===== src/shared/rgds_pkg.sv =====
// Purpose: constants and types for the rail group delay sequencer
// Assumes: 100 MHz system clock
// Notes: register offsets are the device's I2C register addresses
package rgds_pkg;
  localparam int unsigned CLK_FREQ_HZ = 100_000_000;
  // timebase tick of 0.25 ms, in microseconds
  localparam int unsigned TICK_US = 250;
  localparam int unsigned TICK_CYCLES = (CLK_FREQ_HZ / 1_000_000) * TICK_US;
  localparam int unsigned NUM_TYPES = 4;
  localparam logic [3:0] LAST_GROUP = 4'he;
  localparam logic [3:0] GROUP_DISABLED = 4'hf;
  localparam logic [2:0] DEFAULT_DELAY_CODE = 3'h2;
  // register addresses
  localparam logic [7:0] ADDR_FIRST_TIER_TIM = 8'hc3;
  localparam logic [7:0] ADDR_SECOND_TIER_TIM = 8'hc4;
  localparam logic [7:0] ADDR_THIRD_TIER_TIM = 8'hd3;
  localparam logic [7:0] ADDR_FOURTH_TIER_TIM = 8'hd4;
  // field positions in a timing register
  localparam int unsigned ON_CODE_LSB = 0;
  localparam int unsigned OFF_CODE_LSB = 4;
  localparam logic [7:0] TIM_WRITE_MASK = 8'h77;

  // one timing register: bit 7 and bit 3 reserved
  typedef struct packed {
    logic rsvd_hi;
    logic [2:0] turn_off_step_delay_code;
    logic rsvd_lo;
    logic [2:0] turn_on_step_delay_code;
  } rgds_tim_t;

  // register write/read port
  typedef struct packed {
    logic wr_en;
    logic rd_en;
    logic [7:0] addr;
    logic [7:0] wdata;
  } rgds_reg_req_t;

  typedef enum logic [2:0] {
    SEQ_IDLE = 3'h1,
    SEQ_WAIT = 3'h2,
    SEQ_STEP = 3'h4
  } rgds_seq_state_t;

  // number of 0.25 ms ticks for a delay code
  function automatic logic [4:0] rgds_code_ticks(input logic [2:0] code);
    case (code)
      3'h0: rgds_code_ticks = 5'h01;
      3'h1: rgds_code_ticks = 5'h02;
      3'h2: rgds_code_ticks = 5'h04;
      3'h3: rgds_code_ticks = 5'h06;
      3'h4: rgds_code_ticks = 5'h08;
      3'h5: rgds_code_ticks = 5'h0a;
      3'h6: rgds_code_ticks = 5'h0c;
      default: rgds_code_ticks = 5'h14;
    endcase
  endfunction : rgds_code_ticks
endpackage : rgds_pkg


===== src/hw/rgds_type_stepper.sv =====
// Purpose: steps one rail type through its group indexes
// Assumes: tick_i is a one-cycle pulse every 0.25 ms
// Notes: the index rises 0..14 on wake and falls 14..0 on sleep
module rgds_type_stepper
  import rgds_pkg::*;
(
  // clock and reset
  input wire logic sys_clk_i,
  input wire logic rst_b_i,
  // timing
  input wire logic tick_i,
  input wire logic [2:0] on_code_i,
  input wire logic [2:0] off_code_i,
  // request: high means rails of this type should be up
  input wire logic up_req_i,
  // status
  output logic [3:0] group_index_o,
  output logic all_on_o,
  output logic any_on_o
);
  rgds_seq_state_t state, next_state;
  logic [3:0] idx, next_idx;
  logic lit, next_lit;
  logic [4:0] ticks, next_ticks;
  logic [4:0] target;

  // delay in use depends on direction
  assign target = up_req_i ? rgds_code_ticks(on_code_i) : rgds_code_ticks(off_code_i);

  // next-state logic of the group walker
  always_comb begin
    next_state = state;
    next_idx = idx;
    next_lit = lit;
    next_ticks = ticks;
    case (state)
      SEQ_IDLE: begin
        if (up_req_i && !(lit && idx == LAST_GROUP)) begin
          if (!lit) begin
            next_lit = 1'b1; // index 0 enables at once
            next_idx = 4'h0;
          end else begin
            next_state = SEQ_WAIT;
            next_ticks = 5'h00;
          end
        end else if (!up_req_i && lit) begin
          next_state = SEQ_WAIT;
          next_ticks = 5'h00;
        end
      end
      SEQ_WAIT: begin
        if (tick_i) begin
          next_ticks = ticks + 5'h01;
        end
        if (tick_i && (ticks + 5'h01) >= target) begin
          next_state = SEQ_STEP;
        end
      end
      SEQ_STEP: begin
        next_state = SEQ_IDLE;
        if (up_req_i) begin
          // a wake that comes back at the last group has nowhere further to go
          if (idx != LAST_GROUP) begin
            next_idx = idx + 4'h1;
          end
        end else if (idx == 4'h0) begin
          next_lit = 1'b0;
        end else begin
          next_idx = idx - 4'h1;
        end
      end
      default: next_state = SEQ_IDLE;
    endcase
  end

  // registers of the group walker
  always_ff @(posedge sys_clk_i) begin
    if (!rst_b_i) begin
      state <= SEQ_IDLE;
      idx <= 4'h0;
      lit <= 1'b0;
      ticks <= 5'h00;
      group_index_o <= GROUP_DISABLED;
      all_on_o <= 1'b0;
      any_on_o <= 1'b0;
    end else begin
      state <= next_state;
      idx <= next_idx;
      lit <= next_lit;
      ticks <= next_ticks;
      group_index_o <= next_lit ? next_idx : GROUP_DISABLED;
      all_on_o <= next_lit && next_idx == LAST_GROUP;
      any_on_o <= next_lit;
    end
  end

  chk_step_after_delay: assert property (@(posedge sys_clk_i) disable iff (!rst_b_i)
    state == SEQ_STEP |-> $past(tick_i) && $past(ticks) + 5'h01 >= $past(target))
    else $error("group index advanced before delay elapsed");
  chk_index_bounded: assert property (@(posedge sys_clk_i) disable iff (!rst_b_i)
    lit |-> idx <= LAST_GROUP)
    else $error("group index passed last group");
  chk_walk_direction: assert property (@(posedge sys_clk_i) disable iff (!rst_b_i)
    state == SEQ_STEP && up_req_i |=> idx == ($past(idx) == LAST_GROUP ? LAST_GROUP : $past(idx) + 4'h1))
    else $error("wake walk not ascending");
  chk_sleep_direction: assert property (@(posedge sys_clk_i) disable iff (!rst_b_i)
    state == SEQ_STEP && !up_req_i && idx != 4'h0 |=> idx == $past(idx) - 4'h1)
    else $error("sleep walk not descending");
endmodule : rgds_type_stepper


===== src/hw/rgds_sequencer.sv =====
// Purpose: group delay timing core of a four-type power rail sequencer
// Assumes: register port comes from the device's I2C slave, synchronous to sys_clk_i
// Notes: nonvolatile defaults arrive on nv_on_code_i and are sampled at reset release
// Notes: host writes in the reload cycle are dropped; unmapped reads return zero
// Notes: one walker per rail type, all paced by a shared 0.25 ms tick
// Contract
// - one timing register per rail type sets the wait between consecutive group indexes of that type.
// - turn-on code in bits 2:0 maps 000..111 to 0.25,0.5,1,1.5,2,2.5,3,5 ms, 010 being 1 ms.
// - turn-off code in bits 6:4 uses the same scale, and bits 7 and 3 are reserved.
// - at power-up each turn-off field is loaded with the nonvolatile turn-on value of its type.
// - a turn-off field rewritten by the host applies to later turn-off walks of that type.
// - each type has fifteen group indexes, so a full wake walk lasts fourteen group delays and a full sleep walk fifteen.
// - on wake each type walks indexes 0 up to 14, one group delay apart.
// - on sleep each type walks back down in reverse order with the turn-off delay.
// - power state reads 0000, 0001, 0011, 0111 or 1111 as tiers come fully on.
module rgds_sequencer
  import rgds_pkg::*;
#(
  parameter int unsigned TICK_LEN = TICK_CYCLES
) (
  // clock and reset
  input wire logic sys_clk_i,
  input wire logic rst_b_i,
  // nonvolatile turn-on codes, one per type
  input wire logic [NUM_TYPES*3-1:0] nv_on_code_i,
  // register port
  input wire rgds_reg_req_t reg_req_i,
  output logic [7:0] reg_rdata_o,
  // tier requests from the host side; low on a tier means sleep
  input wire logic [NUM_TYPES-1:0] tier_up_req_i,
  // outputs
  output logic [NUM_TYPES*4-1:0] group_index_o,
  output logic [3:0] power_state_code_o
);
  rgds_tim_t tim [NUM_TYPES];
  rgds_tim_t next_tim [NUM_TYPES];
  logic [31:0] tick_cnt, next_tick_cnt;
  logic tick, next_tick;
  logic loaded, next_loaded;
  logic [7:0] next_rdata;
  logic [3:0] next_state_code;
  logic [NUM_TYPES-1:0] all_on;
  logic [NUM_TYPES-1:0] any_on;
  logic [NUM_TYPES*4-1:0] grp;

  // map register address to type index, 4 when unmapped
  function automatic logic [2:0] addr_type(input logic [7:0] a);
    if (a == ADDR_FIRST_TIER_TIM) begin
      addr_type = 3'h0;
    end else if (a == ADDR_SECOND_TIER_TIM) begin
      addr_type = 3'h1;
    end else if (a == ADDR_THIRD_TIER_TIM) begin
      addr_type = 3'h2;
    end else if (a == ADDR_FOURTH_TIER_TIM) begin
      addr_type = 3'h3;
    end else begin
      addr_type = 3'h4;
    end
  endfunction : addr_type

  // timebase of 0.25 ms
  // the tick is registered so that every walker sees it in the same cycle
  always_comb begin
    next_tick = 1'b0;
    next_tick_cnt = tick_cnt + 32'h1;
    if (tick_cnt >= TICK_LEN - 1) begin
      next_tick_cnt = 32'h0;
      next_tick = 1'b1;
    end
  end

  // timing registers: load from nonvolatile then host writes
  // the reload cycle wins over a host write, so a write that early is dropped
  always_comb begin
    logic [2:0] t;
    logic [2:0] nv;
    t = addr_type(reg_req_i.addr);
    nv = 3'h0;
    next_loaded = 1'b1;
    for (int i = 0; i < NUM_TYPES; i++) begin
      nv = nv_on_code_i[i*3 +: 3];
      next_tim[i] = tim[i];
      if (!loaded) begin
        next_tim[i] = '0;
        next_tim[i].turn_on_step_delay_code = nv;
        next_tim[i].turn_off_step_delay_code = nv;
      end else if (reg_req_i.wr_en && t == 3'(i)) begin
        next_tim[i] = rgds_tim_t'(reg_req_i.wdata & TIM_WRITE_MASK);
      end
    end
    next_rdata = 8'h00;
    if (reg_req_i.rd_en && t < 3'h4) begin
      next_rdata = tim[t[1:0]];
    end
  end

  // power state from fully-on tiers, lower tiers first
  // a tier counts only at its last group, so the code never runs ahead of the rails
  always_comb begin
    next_state_code = 4'h0;
    if (all_on[0]) begin
      next_state_code = 4'h1;
      if (all_on[1]) begin
        next_state_code = 4'h3;
        if (all_on[2]) begin
          next_state_code = 4'h7;
          if (all_on[3]) begin
            next_state_code = 4'hf;
          end
        end
      end
    end
  end

  // registers of the core
  always_ff @(posedge sys_clk_i) begin
    if (!rst_b_i) begin
      tick_cnt <= 32'h0;
      tick <= 1'b0;
      loaded <= 1'b0;
      for (int i = 0; i < NUM_TYPES; i++) begin
        tim[i] <= '0;
      end
      reg_rdata_o <= 8'h00;
      power_state_code_o <= 4'h0;
      group_index_o <= '1;
    end else begin
      tick_cnt <= next_tick_cnt;
      tick <= next_tick;
      loaded <= next_loaded;
      tim <= next_tim;
      reg_rdata_o <= next_rdata;
      power_state_code_o <= next_state_code;
      group_index_o <= grp;
    end
  end

  // one walker per rail type, each on its own timing register
  // a walker stays parked until the reload has set its codes
  for (genvar g = 0; g < NUM_TYPES; g++) begin : gen_type
    rgds_type_stepper u_step (
      .sys_clk_i(sys_clk_i),
      .rst_b_i(rst_b_i),
      .tick_i(tick),
      .on_code_i(tim[g].turn_on_step_delay_code),
      .off_code_i(tim[g].turn_off_step_delay_code),
      .up_req_i(tier_up_req_i[g] && loaded),
      .group_index_o(grp[g*4 +: 4]),
      .all_on_o(all_on[g]),
      .any_on_o(any_on[g])
    );
  end

  // timebase checks
  chk_tick_period: assert property (@(posedge sys_clk_i) disable iff (!rst_b_i)
    tick |=> !tick)
    else $error("timebase tick longer than one cycle");
  chk_tick_phase: assert property (@(posedge sys_clk_i) disable iff (!rst_b_i)
    tick |-> tick_cnt == 32'h0)
    else $error("timebase tick out of phase with its counter");

  // reload of the timing registers after reset
  chk_off_loaded: assert property (@(posedge sys_clk_i) disable iff (!rst_b_i)
    $rose(loaded) |-> tim[0].turn_off_step_delay_code == tim[0].turn_on_step_delay_code
      && tim[1].turn_off_step_delay_code == tim[1].turn_on_step_delay_code
      && tim[2].turn_off_step_delay_code == tim[2].turn_on_step_delay_code
      && tim[3].turn_off_step_delay_code == tim[3].turn_on_step_delay_code)
    else $error("turn-off code not loaded from turn-on value");
  chk_on_loaded: assert property (@(posedge sys_clk_i) disable iff (!rst_b_i)
    $rose(loaded) |-> tim[0].turn_on_step_delay_code == $past(nv_on_code_i[2:0])
      && tim[1].turn_on_step_delay_code == $past(nv_on_code_i[5:3])
      && tim[2].turn_on_step_delay_code == $past(nv_on_code_i[8:6])
      && tim[3].turn_on_step_delay_code == $past(nv_on_code_i[11:9]))
    else $error("turn-on code not taken from nonvolatile value");
  chk_loaded_held: assert property (@(posedge sys_clk_i) disable iff (!rst_b_i)
    loaded |=> loaded)
    else $error("reload repeated without a reset");
  chk_parked_until_load: assert property (@(posedge sys_clk_i) disable iff (!rst_b_i)
    !loaded |=> group_index_o == {NUM_TYPES{GROUP_DISABLED}})
    else $error("rail type walked before its codes were loaded");

  // register port checks
  chk_reserved_zero: assert property (@(posedge sys_clk_i) disable iff (!rst_b_i)
    !tim[0].rsvd_hi && !tim[0].rsvd_lo && !tim[1].rsvd_hi && !tim[1].rsvd_lo
      && !tim[2].rsvd_hi && !tim[2].rsvd_lo && !tim[3].rsvd_hi && !tim[3].rsvd_lo)
    else $error("reserved timing bit set");
  chk_write_lands: assert property (@(posedge sys_clk_i) disable iff (!rst_b_i)
    loaded && reg_req_i.wr_en && reg_req_i.addr == ADDR_FIRST_TIER_TIM
      |=> tim[0] == rgds_tim_t'($past(reg_req_i.wdata) & TIM_WRITE_MASK))
    else $error("write to first tier timing register lost");
  chk_stray_write: assert property (@(posedge sys_clk_i) disable iff (!rst_b_i)
    loaded && reg_req_i.wr_en && addr_type(reg_req_i.addr) == 3'h4
      |=> tim[0] == $past(tim[0]))
    else $error("write to an unmapped address changed a timing register");
  chk_read_data: assert property (@(posedge sys_clk_i) disable iff (!rst_b_i)
    reg_req_i.rd_en && reg_req_i.addr == ADDR_SECOND_TIER_TIM |=> reg_rdata_o == $past(tim[1]))
    else $error("read data does not match second tier timing register");
  chk_rdata_idle: assert property (@(posedge sys_clk_i) disable iff (!rst_b_i)
    !reg_req_i.rd_en |=> reg_rdata_o == 8'h00)
    else $error("read data shown outside a read cycle");

  // power state and index checks
  chk_state_code: assert property (@(posedge sys_clk_i) disable iff (!rst_b_i)
    power_state_code_o == 4'hf |-> $past(all_on) == 4'hf)
    else $error("power state code claims all tiers on");
  chk_state_ladder: assert property (@(posedge sys_clk_i) disable iff (!rst_b_i)
    power_state_code_o inside {4'h0, 4'h1, 4'h3, 4'h7, 4'hf})
    else $error("power state code off the tier ladder");
  chk_state_order: assert property (@(posedge sys_clk_i) disable iff (!rst_b_i)
    !all_on[0] |=> power_state_code_o == 4'h0)
    else $error("power state counts tiers above a first tier not fully on");
  chk_state_second: assert property (@(posedge sys_clk_i) disable iff (!rst_b_i)
    !all_on[1] |=> power_state_code_o[3:1] == 3'h0)
    else $error("power state counts tiers above a second tier not fully on");
  chk_state_third: assert property (@(posedge sys_clk_i) disable iff (!rst_b_i)
    !all_on[2] |=> power_state_code_o[3:2] == 2'h0)
    else $error("power state counts tiers above a third tier not fully on");
  chk_off_index: assert property (@(posedge sys_clk_i) disable iff (!rst_b_i)
    !any_on[0] |=> group_index_o[3:0] == GROUP_DISABLED)
    else $error("first tier all off yet shows a group index");
  chk_top_off_index: assert property (@(posedge sys_clk_i) disable iff (!rst_b_i)
    !any_on[3] |=> group_index_o[15:12] == GROUP_DISABLED)
    else $error("fourth tier all off yet shows a group index");
endmodule : rgds_sequencer


===== config.mk =====
export PLATFORM = sky130hd
export DESIGN_NAME = rgds_sequencer
export DESIGN_NICKNAME = d
export VERILOG_FILES = /design/src/shared/rgds_pkg.sv /design/src/hw/rgds_type_stepper.sv /design/src/hw/rgds_sequencer.sv
export SDC_FILE = /design/constraint.sdc
export NUM_CORES = 1
export LEC_CHECK = 0
export ABC_AREA = 1
export BUFFER_PORTS_ARGS = -buffer_cell sky130_fd_sc_hd__buf_2
export CAP_MARGIN = 10
export CORE_MARGIN = 2
export CORE_UTILIZATION = 40
export DETAILED_ROUTE_END_ITERATION = 8
export HOLD_SLACK_MARGIN = 0.02
export RECOVER_POWER = 100
export SLEW_MARGIN = 10
export SYNTH_ARGS = -nofsm -noshare
export SYNTH_HDL_FRONTEND = slang
export SYNTH_SLANG_ARGS = --single-unit

===== constraint.sdc =====
create_clock -name sys_clk_i -period 2.4 [get_ports sys_clk_i]
set_clock_uncertainty 0.05 [all_clocks]
set_input_delay 0 -clock sys_clk_i [delete_from_list [all_inputs] [get_ports sys_clk_i]]
set_output_delay 0 -clock sys_clk_i [all_outputs]
set_load 0.005 [all_outputs]

# After elaboration in Yosys (flattened, before gate mapping)
# Index checks and enable logic that the tools add are counted.
[totals]
register_bits = 158
latchBits = 0
ram_bits = 0
romBits = 0
out_inout_bits = 28
memories = 0
[classes]
addsub = 13
mul = 0
div = 0
order_cmp = 7
n_eq_ne = 99
n_shift = 0
muxes = 112
bitwise_logic = 2
n_reduce_logical = 71
[ops]
columns = ["op", "n"]
rows = [
  ["case mux 5 bit (7 select lines)", 8],
  ["two-way mux 5 bit", 20],
  ["== test 3 bit, second input constant", 28],
  ["two-way mux 4 bit", 21],
  ["== test 3 x 2 -> 1 bit, second input constant", 22],
  ["two-way mux 3 bit", 20],
  ["two-way mux 7 bit", 8],
  ["case mux 5 bit (2 select lines)", 4],
  ["== test 3 x 1 -> 1 bit, second input constant", 13],
  ["adder 32 x 1 -> 32 bit, second input constant", 1],
  ["== test 4 bit, second input constant", 8],
  ["== test 8 bit, second input constant", 4],
  [">= comparator 32 x 15 -> 1 bit, second input constant", 1],
  ["case mux 4 bit (2 select lines)", 4],
  ["logical AND 1 bit", 29],
  ["logical NOT 3 bit", 9],
  ["case mux 3 bit (2 select lines)", 4],
  ["adder 5 x 1 -> 5 bit, second input constant", 4],
  [">= comparator 5 bit", 4],
  ["AND reduction 4 bit", 5],
  ["adder 4 x 1 -> 4 bit, second input constant", 4],
  ["binary-select mux 8 bit (select 2 bit)", 1],
  ["logical NOT 4 bit", 4],
  ["two-way mux 8 bit", 2],
  ["other kinds (18)", 76],
]

# Depth between registers and ports, before layout
# Gate-level depths: netlist of the first run.
[depth]
ltp_word = 9
mapped_depth = 14

# Hierarchy
# A second synthesis of the first run with hierarchy kept.
[hier_totals]
hier_cells = 1163
area_unflattened_um2 = 8189.1
[modules_own_cells]
columns = ["module", "instances", "cells_per_inst", "area_each_um2", "seq_area_each_um2"]
rows = [
  ["rgds_type_stepper at gen_type[0].u_step ...", 3, 183, 1202.4, 360.3],
  ["rgds_sequencer", 1, 435, 3373.2, 1681.6],
  ["rgds_type_stepper at gen_type[3].u_step", 1, 179, 1208.7, 360.3],
]

# Worst setup path before layout of the first run
# Ideal clock, no wire load.
[synth_path]
path_kind = "register -> register"
from = "register loaded"
to = "register gen_type[0].u_step.state[2]"
setup_time_ps = 128
arrival_ps = 1721
required_time_ps = 2222
path_slack_ps = 502
stages_incl_launch_ff = 13
path_buffers = 1
synth_period_minus_slack_ps = 1898
cell_sequence = "dfxtp_1 nand2_1 buf_4 inv_2 or2_2 o31ai_1 ha_1 inv_1 nand2_1 a21oi_1 o21ai_0 nand3_1 nor2_1"
[synth_via]
elab_chain_len = 6
[synth_rtl]
columns = ["item", "line", "source"]
rows = [
  ["start, declared", "rgds_sequencer.sv:39", "logic loaded, next_loaded;"],
  ["start signal, assigned", "rgds_sequencer.sv:130", "loaded <= next_loaded;"],
  ["logical AND 1 bit (*)", "rgds_sequencer.sv:147", ".up_req_i(tier_up_req_i[g] && loaded),"],
  ["two-way mux 5 bit", "rgds_type_stepper.sv:28", "assign target = up_req_i ? rgds_code_ticks(on_code_i) : rgds_code_ticks(off_code_i);"],
  [">= comparator 5 bit", "rgds_type_stepper.sv:55", "if (tick_i && (ticks + 5'h01) >= target) begin"],
  ["logical AND 1 bit", "rgds_type_stepper.sv:55", ""],
  ["inequality test 2 x 1 -> 1 bit (no source line)", "n/a", ""],
  ["AND reduction 3 bit (no source line)", "n/a", ""],
  ["end signal, assigned", "rgds_type_stepper.sv:87", "state <= next_state;"],
  ["end, declared", "rgds_type_stepper.sv:21", "rgds_seq_state_t state, next_state;"],
]
# Every way passes the cells marked *; elsewhere a longest branch is shown, timed or not.
# A chain may end at the register's enable or synchronous reset.

# Worst setup path in the final report of the first run
[layout_path]
from = "input port reg_req_i[15] (netlist name)"
to = "register reg_rdata_o[2]"
[layout_via]
elab_chain_len = 9
[layout_rtl]
columns = ["item", "line", "source"]
rows = [
  ["start, declared", "rgds_sequencer.sv:27", "input wire rgds_reg_req_t reg_req_i,"],
  ["== test 8 bit", "rgds_sequencer.sv:54", "end else if (a == ADDR_FOURTH_TIER_TIM) begin"],
  ["two-way mux 3 bit", "rgds_sequencer.sv:54", ""],
  ["two-way mux 3 bit", "rgds_sequencer.sv:52", "end else if (a == ADDR_THIRD_TIER_TIM) begin"],
  ["two-way mux 3 bit", "rgds_sequencer.sv:50", "end else if (a == ADDR_SECOND_TIER_TIM) begin"],
  ["two-way mux 3 bit (*)", "rgds_sequencer.sv:48", "if (a == ADDR_FIRST_TIER_TIM) begin"],
  ["branches (longest 4 deep; another with less-than comparator 3 bit)", "n/a", ""],
  ["end signal, assigned", "rgds_sequencer.sv:132", "reg_rdata_o <= next_rdata;"],
  ["end, declared", "rgds_sequencer.sv:28", "output logic [7:0] reg_rdata_o,"],
]
# Every way passes the cells marked *. The select of a mux whose other input is x is not followed.

==> summary.txt, run 1 <==
Synthesis
  – Cells after synthesis: approximately 1100
  – Ys Warns: 0
  – Most frequent cell after synthesis: nand2_1
  – Synth Register Bits: about 160
  – Unique masters post-synth: 38
  – Post-synth ARST share: 0
  – Syn Area/Cell: between 7 and 8 µm²
  – Ranking of synthesized cells by area: dfxtp_1 (41%), nand2_1 (12%), inv_1 (6.8%)
  – Prevailing post-synth register cell: dfxtp_1
  – Top post-synthesis cells by count: nand2_1 (240), dfxtp_1 (156), inv_1 (140)
  – Post-synth top area cell: dfxtp_1
  – Synth top area share: 0.407
  – EDFF count, synth: 0
  – Post-synthesis sequential area ratio: 0.407
  – Synthesized area: roughly 0.0077 mm²

Worst hold path
  – HP Class: in2reg
  – Worst Hold Depth: 5

Power
  – Seq pwr share: 0.414
  – Switching share of power: 0.320
  – Sw Pwr: 2.38 mW
  – Power per cell area: between 800 and 900 mW/mm²
  – Clk pwr share: 0.362
  – Internal: roughly 5.0 mW
  – Pleak: roughly 4.1 nW
  – Peak supply drop: around 0.00055 V
  – Combinational power share: 0.225

Global route
  – Largest net degree at the start of global routing: 37
  – Initial antenna violation count: 1
  – Global-route wire length before repair: roughly 28 mm
  – Vias in the first global route: approximately 6300
  – Total track usage: 0.172
  – Total gr overflow: 0

Clock tree
  – CTS tree: done
  – # resized after CTS: 0
  – H-tree Lvls: 4
  – CTS max path bufs: 2
  – CTS Root Cell: clkbuf_16
  – Num CTS Buffers: 17
  – Worst-Skew Late Latency: between 0.4 and 0.5 ns
  – Postcts setup bufs: 0
  – Clk slew on worst S/H paths: around 0.060 ns
  – Clk sink count: about 160

Die
  – Boundary pin count: 64
  – # rows: 50
  – Die width: approximately 140 µm
  – Die area: approximately 0.020 mm²
  – Initial core utilization: 0.409
  – Height of the die: around 140 µm
  – Core footprint: between 0.015 and 0.02 mm²

Timing
  – Max-slew headroom: 0.211
  – Setup violators final: 0
  – Final setup TNS: 0 ns
  – Highest clock rate: 460 MHz
  – Hold_ws: around 0.038 ns
  – Final hold vios: 0
  – Final Max Tran Viols: 0
  – RSZ-0062 raised after global routing: false
  – Slack of the critical path: 0.225 ns
  – Min Clock Period, post-route: ~2.2 ns
  – Period utilization: 0.906
  – Tightest Pin Transition: ~1.2 ns

Placed design
  – Post-Place Cells: 1375
  – Port bufs: 59
  – HPWL after DPL: approximately 12 mm
  – Setup WS pre-CTS: roughly 0.24 ns
  – Routability Congestion: about 0.83

Routing
  – WL final: roughly 17 mm
  – Met3 WL: 633 µm
  – Drc violations: 0
  – Routed Antenna Nets: 0
  – WL per Instance: 11.6 µm
  – DR top layer: met4
  – Vias/cell: 4.76
  – WL met2: 7.82 mm
  – Initial drt markers: 360
  – Drt pass-1 iters: 5
  – Wl on met1: slightly above 8 mm
  – Routed vias: 6836

Setup path
  – Worst EP required: 2.66 ns
  – WS Path Type: in2reg
  – CP arrival: about 2.4 ns
  – CP Launch Type: primary input
  – Worst Setup End Kind: register
  – Critical Path Fanout Max: 7
  – Reg2Reg Depth: 12

Final layout
  – Final core utilization: 0.485
  – Nets: ~1300
  – Non-filler instance count after layout: ~1400
  – Ratio of cells with drive above 1 in the final layout: 0.0941
  – P&R area growth vs syn: 18.7%

Run
  – Max_cap viols: 0

Status
  – Outcome: complete, no violations
-- worst max-delay path, stage by stage --
cell	delay, ns
dlygate4sd3_1	0.52
buf_2	0.11
nand4_1	0.09
dlygate4sd3_1	0.58
nor2_2	0.27
inv_1	0.16
nand2_1	0.10
a21oi_1	0.05
dlygate4sd3_1	0.56
-- power groups by stage --
| stage | sequential [mW] | combinational [mW] | clock (mW) |
|---|---|---|---|
| floorplan | 3.06 | 1.34 | 0 |
| global placement | 3.13 | 1.65 | 0 |
| detailed placement | 3.13 | 1.66 | 0 |
| CTS | 3.07 | 1.72 | 2.76 |
| global route | 3.12 | 1.96 | 2.87 |
| finish | 3.07 | 1.67 | 2.69 |
-- cells in the final DEF (no fill, tap or decap), types with 5 or more instances in the layout --
cell / netlist / final
nand2_1: 240 / 240
dfxtp_1: 156 / 156
inv_1: 140 / 141
nor2_1: 131 / 133
nand3_1: 103 / 103
a21oi_1: 63 / 63
o21ai_0: 55 / 57
buf_2: 9 / 47
ha_1: 37 / 37
dlygate4sd3_1: 0 / 28
xor2_1: 20 / 20
or2_2: 19 / 19
nand4_1: 18 / 19
conb_1: 1 / 19
clkbuf_16: 0 / 17
nor3_1: 14 / 15
clkbuf_1: 10 / 14
xnor2_1: 11 / 11
a31oi_1: 6 / 6
o211ai_1: 6 / 6
a32oi_1: 5 / 5
clkinvlp_4: 0 / 5
-- registers in the layout, indices dropped and copies added (netlist names) --
name                           count
group_index_o                     16
tick_cnt                          32
gen_type.u_step.lit                4
tick                               1
tim                               24
loaded                             1
gen_type.u_step.all_on_o           4
gen_type.u_step.state             12
reg_rdata_o                        6
gen_type.u_step.idx               16
gen_type.u_step.ticks             20
gen_type.u_step.group_index_o     16
power_state_code_o                 4
-- metrics by stage --
step | area (µm²) | power, mW
6_report | 9100 | 7.43
2_1_floorplan | 7740 | 4.40
5_1_grt | 9100 | 7.95
4_1_cts | 9160 | 7.54
3_3_place_gp | 8280 | 4.78
3_5_place_dp | 8280 | 4.79
-- layer usage --
| metal | global-route usage | up-vias |
|---|---|---|
| li1 | - | 3689 |
| met1 | 0.217 | 3039 |
| met2 | 0.297 | 93 |
| met3 | 0.0404 | 15 |
| met4 | 0.0422 | 0 |
| met5 | 0 | - |
-- worst paths after layout --
path / slack (ns) / endpoint / start
setup reg to reg: 0.22 / gen_type[2].u_step.state[1]$_SDFFE_PN0P_ / loaded$_DFF_P_
hold reg to reg: 0.36 / group_index_o[2]$_SDFF_PN1_ / gen_type[0].u_step.group_index_o[2]$_SDFF_PN1_
setup / recovery: 0.22 / reg_rdata_o[2]$_SDFF_PN0_ / reg_req_i[15]
hold / removal: 0.04 / tim[0]$_SDFFE_PN0P_ / reg_req_i[0]
-- area by class of cell --
cell class | instances | area (µm²)
Inverter | 143 | 537
Clock inverter | 14 | 158
Fill cell | 1885 | 9660
Sequential cell | 156 | 3120
Antenna cell | 1 | 2.50
Multi-Input combinational cell | 775 | 3950
Tap cell | 234 | 293
Clock buffer | 18 | 439
Timing Repair Buffer | 95 | 608
-- kinds of logic after synthesis --
group                      Yosys count  share of synthesized area
other                                1                   0.000489
AOI/OAI and AO/OA                  148                      0.105
DFF                                156                      0.407
xor gates and xnor gates            31                     0.0354
adders and majority gates           37                     0.0603
buffers and inverters              165                     0.0836
and+or+nand+nor                    540                      0.308
-- repair_timing --
| item | in CTS | in global routing |
|---|---|---|
| hold buffers | 28 | 0 |
| setup endpoints to repair | 0 | 0 |
| hold endpoints to repair | 40 | 0 |
Note: power is estimated with default switching activity, not from simulation.
==> inputs of run 2 (changes only) <==
SYNTH_HIERARCHICAL = 1   (was default)
==> run 2 against run 1 <==
Net effect: clock power up 3%; critical path depth up 2; sequential share of layout area down 1.9 points; die area up 6.5%; first-iteration DRC count down 4.7%; largest cell class unchanged; critical endpoint is now gen_type[1].u_step/state[2]$_SDFFE_PN0P_; global-route usage up 0.60 points; synthesized cell count up 7.9%; maximum frequency down 0.94%; final cell count up 8.6%.
==> summary.txt, run 2 <==
Status
  – Outcome: complete, no violations

Setup path
  – Critical R2R Capture: gen_type[1].u_step/state[2]$_SDFFE_PN0P_
  – Flop-to-flop setup slack: 0.20 ns (-0.02 ns)
  – Worst Setup End Kind: register
  – WS Path Type: reg2reg
  – Worst reg2reg startpoint: loaded$_DFF_P_
  – Reg2Reg Depth: 11 (-1)
  – CP Launch Type: register
  – Worst EP required: 2.67 ns (about the same)
  – CP arrival: 2.47 ns (+0.04 ns)
  – Critical Path Fanout Max: 11 (+4)

Final layout
  – Largest registers: tick_cnt x32, tim x24, gen_type.u_step/ticks x20
  – Most frequent cells in the layout: nand2_1 (304), dfxtp_1 (155), nand3_1 (143)
  – Final core utilization: 0.478 (-0.00697)
  – Fillers: 2041 (+8.3%)
  – Most common cell after layout, fill and taps aside: nand2_1
  – Max reg flops: 32 (unchanged)
  – P&R area growth vs syn: 17.8%
  – Top reg by flops: tick_cnt
  – Ratio of cells with drive above 1 in the final layout: 0.136 (+0.0423)
  – Nets: 1350 (+7.1%)
  – Inserted Diodes: 0 (-1)

Routing
  – Initial drt markers: 343 (-4.7%)
  – Drt pass-1 iters: 5 (unchanged)
  – WL per Instance: 12.0 µm (+3.1%)
  – WL final: 18.7 mm (+12%)
  – Routed Antenna Nets: 0 (unchanged)
  – Vias/cell: 4.71 (-0.99%)
  – Drc violations: 0 (unchanged)
  – Routed vias: 7353 (+7.6%)

Clock tree
  – Clk sink count: 156 (unchanged)
  – Clk slew on worst S/H paths: 0.06 ns (about the same)
  – CTS Root Cell: clkbuf_16
  – H-tree Lvls: 4 (unchanged)
  – CTS max path bufs: 2 (unchanged)
  – Worst-Skew Late Latency: 0.43 ns (about the same)
  – Postcts setup bufs: 0 (unchanged)
  – Num CTS Buffers: 17 (unchanged)
  – CTS tree: done

Die
  – Boundary pin count: 64 (unchanged)
  – Height of the die: 147 µm (+3.2%)
  – # rows: 52 (+4.0%)
  – Core footprint: 0.0202 mm² (+7.5%)
  – Die width: 147 µm (+3.2%)
  – Initial core utilization: 0.406 (-0.00285)
  – Die area: 0.0216 mm² (+6.5%)

Synthesis
  – Top post-synthesis cells by count: nand2_1 (300), dfxtp_1 (156), nand3_1 (141)
  – Most frequent cell after synthesis: nand2_1
  – Post-synth top area cell: dfxtp_1
  – Synthesized area: 0.00819 mm² (+6.7%)
  – Post-synthesis sequential area ratio: 0.381 (-0.0256)
  – EDFF count, synth: 0 (unchanged)
  – Synth Register Bits: 156 (unchanged)
  – Ys Warns: 6 (+6)
  – Cells after synthesis: 1163 (+7.9%)
  – Post-synth ARST share: 0 (unchanged)
  – Prevailing post-synth register cell: dfxtp_1
  – Ranking of synthesized cells by area: dfxtp_1 (38%), nand2_1 (14%), nand3_1 (8.6%)
  – Unique masters post-synth: 38 (unchanged)
  – Syn Area/Cell: 7.04 µm² (-1.1%)
  – Synth top area share: 0.381 (-0.0256)

Worst hold path
  – HP Class: in2reg
  – Worst Hold Depth: 5 (unchanged)
  – Endpoint, Worst Hold: tim[29]$_SDFFE_PN0P_
  – Hold Path Origin: reg_req_i[5]

Timing
  – Final Max Tran Viols: 0 (unchanged)
  – Final setup TNS: 0 ns (unchanged)
  – Tightest Pin Transition: 0.914 ns (-0.267 ns)
  – Period utilization: 0.915 (+0.00859)
  – Final hold vios: 0 (unchanged)
  – Min Clock Period, post-route: 2.20 ns (+0.0206 ns)
  – Max-slew headroom: 0.390 (+0.179)
  – Highest clock rate: 455 MHz (-0.94%)
  – Setup violators final: 0 (unchanged)

Global route
  – Largest net degree at the start of global routing: 29 (-22%)
  – Total track usage: 0.178 (+0.00595)
  – Initial antenna violation count: 0 (-1)
  – Total gr overflow: 0 (unchanged)
  – Global-route wire length before repair: 31.5 mm (+11%)
  – Vias in the first global route: 6612 (+4.3%)

Power
  – Peak supply drop: 0.000516 V (-5.8%)
  – Pleak: 4.42 nW (+8.1%)
  – Power per cell area: 817 mW/mm² (+0.17%)

Run
  – Max_cap viols: 0 (unchanged)

Placed design
  – HPWL after DPL: 13.9 mm (+13%)
  – Routability Congestion: 0.862 (+3.6%)
  – Port bufs: 59 (unchanged)
==> run 2: layout make-up <==
cell class | instances | area [µm²] | area share
Clock buffer | 20 | 447 | 0.0463
Inverter | 138 | 522 | 0.0541
Sequential cell | 156 | 3120 | 0.324
Tap cell | 270 | 338 | 0.0350
Clock inverter | 12 | 161 | 0.0167
Timing Repair Buffer | 99 | 638 | 0.0662
Multi-Input combinational cell | 865 | 4410 | 0.458
==> run 2: logic make-up (layout without fill, tap and decap cells) <==
logic type / count (synthesis) / in the layout / share of synthesized area
DFF: 156 / 156 / 0.381
and+or+nand+nor: 668 / 668 / 0.377
adders and majority gates: 37 / 37 / 0.0565
AOI/OAI and AO/OA: 120 / 120 / 0.0824
xor gates and xnor gates: 21 / 21 / 0.0225
buffers and inverters: 160 / 269 / 0.0796
other: 1 / 19 / 0.000458
==> run 2: critical path, stage by stage, from the launching register on <==
cell and delay [ns]:
dfxtp_2 0.37, nand2_1 0.13, clkinvlp_4 0.21, or2_2 0.35, o31ai_1 0.27, ha_1 0.28, o21ai_0 0.15, nand2_1 0.07
nand2_1 0.05, nand2_1 0.07, nand2_1 0.06, nor2_1 0.04
==> run 2: per-stage QoR <==
step	hold slack [ns]	power [mW]	area, µm²	worst slack, ns	std cells
2_1_floorplan	-0.0223	4.71	8260	0.121	1181
3_3_place_gp	0.318	5.13	8850	0.129	1500
3_5_place_dp	0.319	5.14	8850	0.117	1500
4_1_cts	0.0208	7.98	9730	0.101	1560
5_1_grt	0.0803	8.41	9640	-0.0144	1560
6_report	0.0400	7.88	9640	0.204	1560
==> run 2: how the worst max path moves through the flow <==
| stage | startpoint | endpoint | slack [ns] | depth (start not counted) |
|---|---|---|---|---|
| after detailed placement | loaded$_DFF_P_ | gen_type[1].u_step/state[2]$_SDFFE_PN0P_ | 0.12 | 15 |
| after global placement | loaded$_DFF_P_ | gen_type[1].u_step/state[2]$_SDFFE_PN0P_ | 0.13 | 15 |
| final | loaded$_DFF_P_ | gen_type[1].u_step/state[2]$_SDFFE_PN0P_ | 0.20 | 11 |
| after global routing | loaded$_DFF_P_ | gen_type[1].u_step/state[2]$_SDFFE_PN0P_ | -0.01 | 15 |
| after floorplan | loaded$_DFF_P_ | gen_type[0].u_step/state[2]$_SDFFE_PN0P_ | 0.12 | 18 |
| after CTS | loaded$_DFF_P_ | gen_type[1].u_step/state[2]$_SDFFE_PN0P_ | 0.10 | 15 |
==> run 2: timing repair <==
item	in CTS	in global routing
setup endpoints to repair	0	4
endpoints found under the hold margin	38	0
gates resized for setup	0	2
hold buffers	28	0
==> run 2: power breakdown <==
part	leakage (nW)	total, mW	switching, mW	internal [mW]
clock	0.293	2.78	1.10	1.68
combinational	2.85	2.02	1.30	0.716
sequential	1.28	3.09	0.207	2.88
==> run 2: layer usage <==
| metal | vias up | wire (µm) | global-route usage |
|---|---|---|---|
| met5 | - | 0 | 0 |
| met4 | 0 | 259 | 0.0519 |
| met3 | 21 | 665 | 0.0394 |
| met2 | 134 | 8490 | 0.286 |
| met1 | 3248 | 9310 | 0.240 |
| li1 | 3950 | - | - |
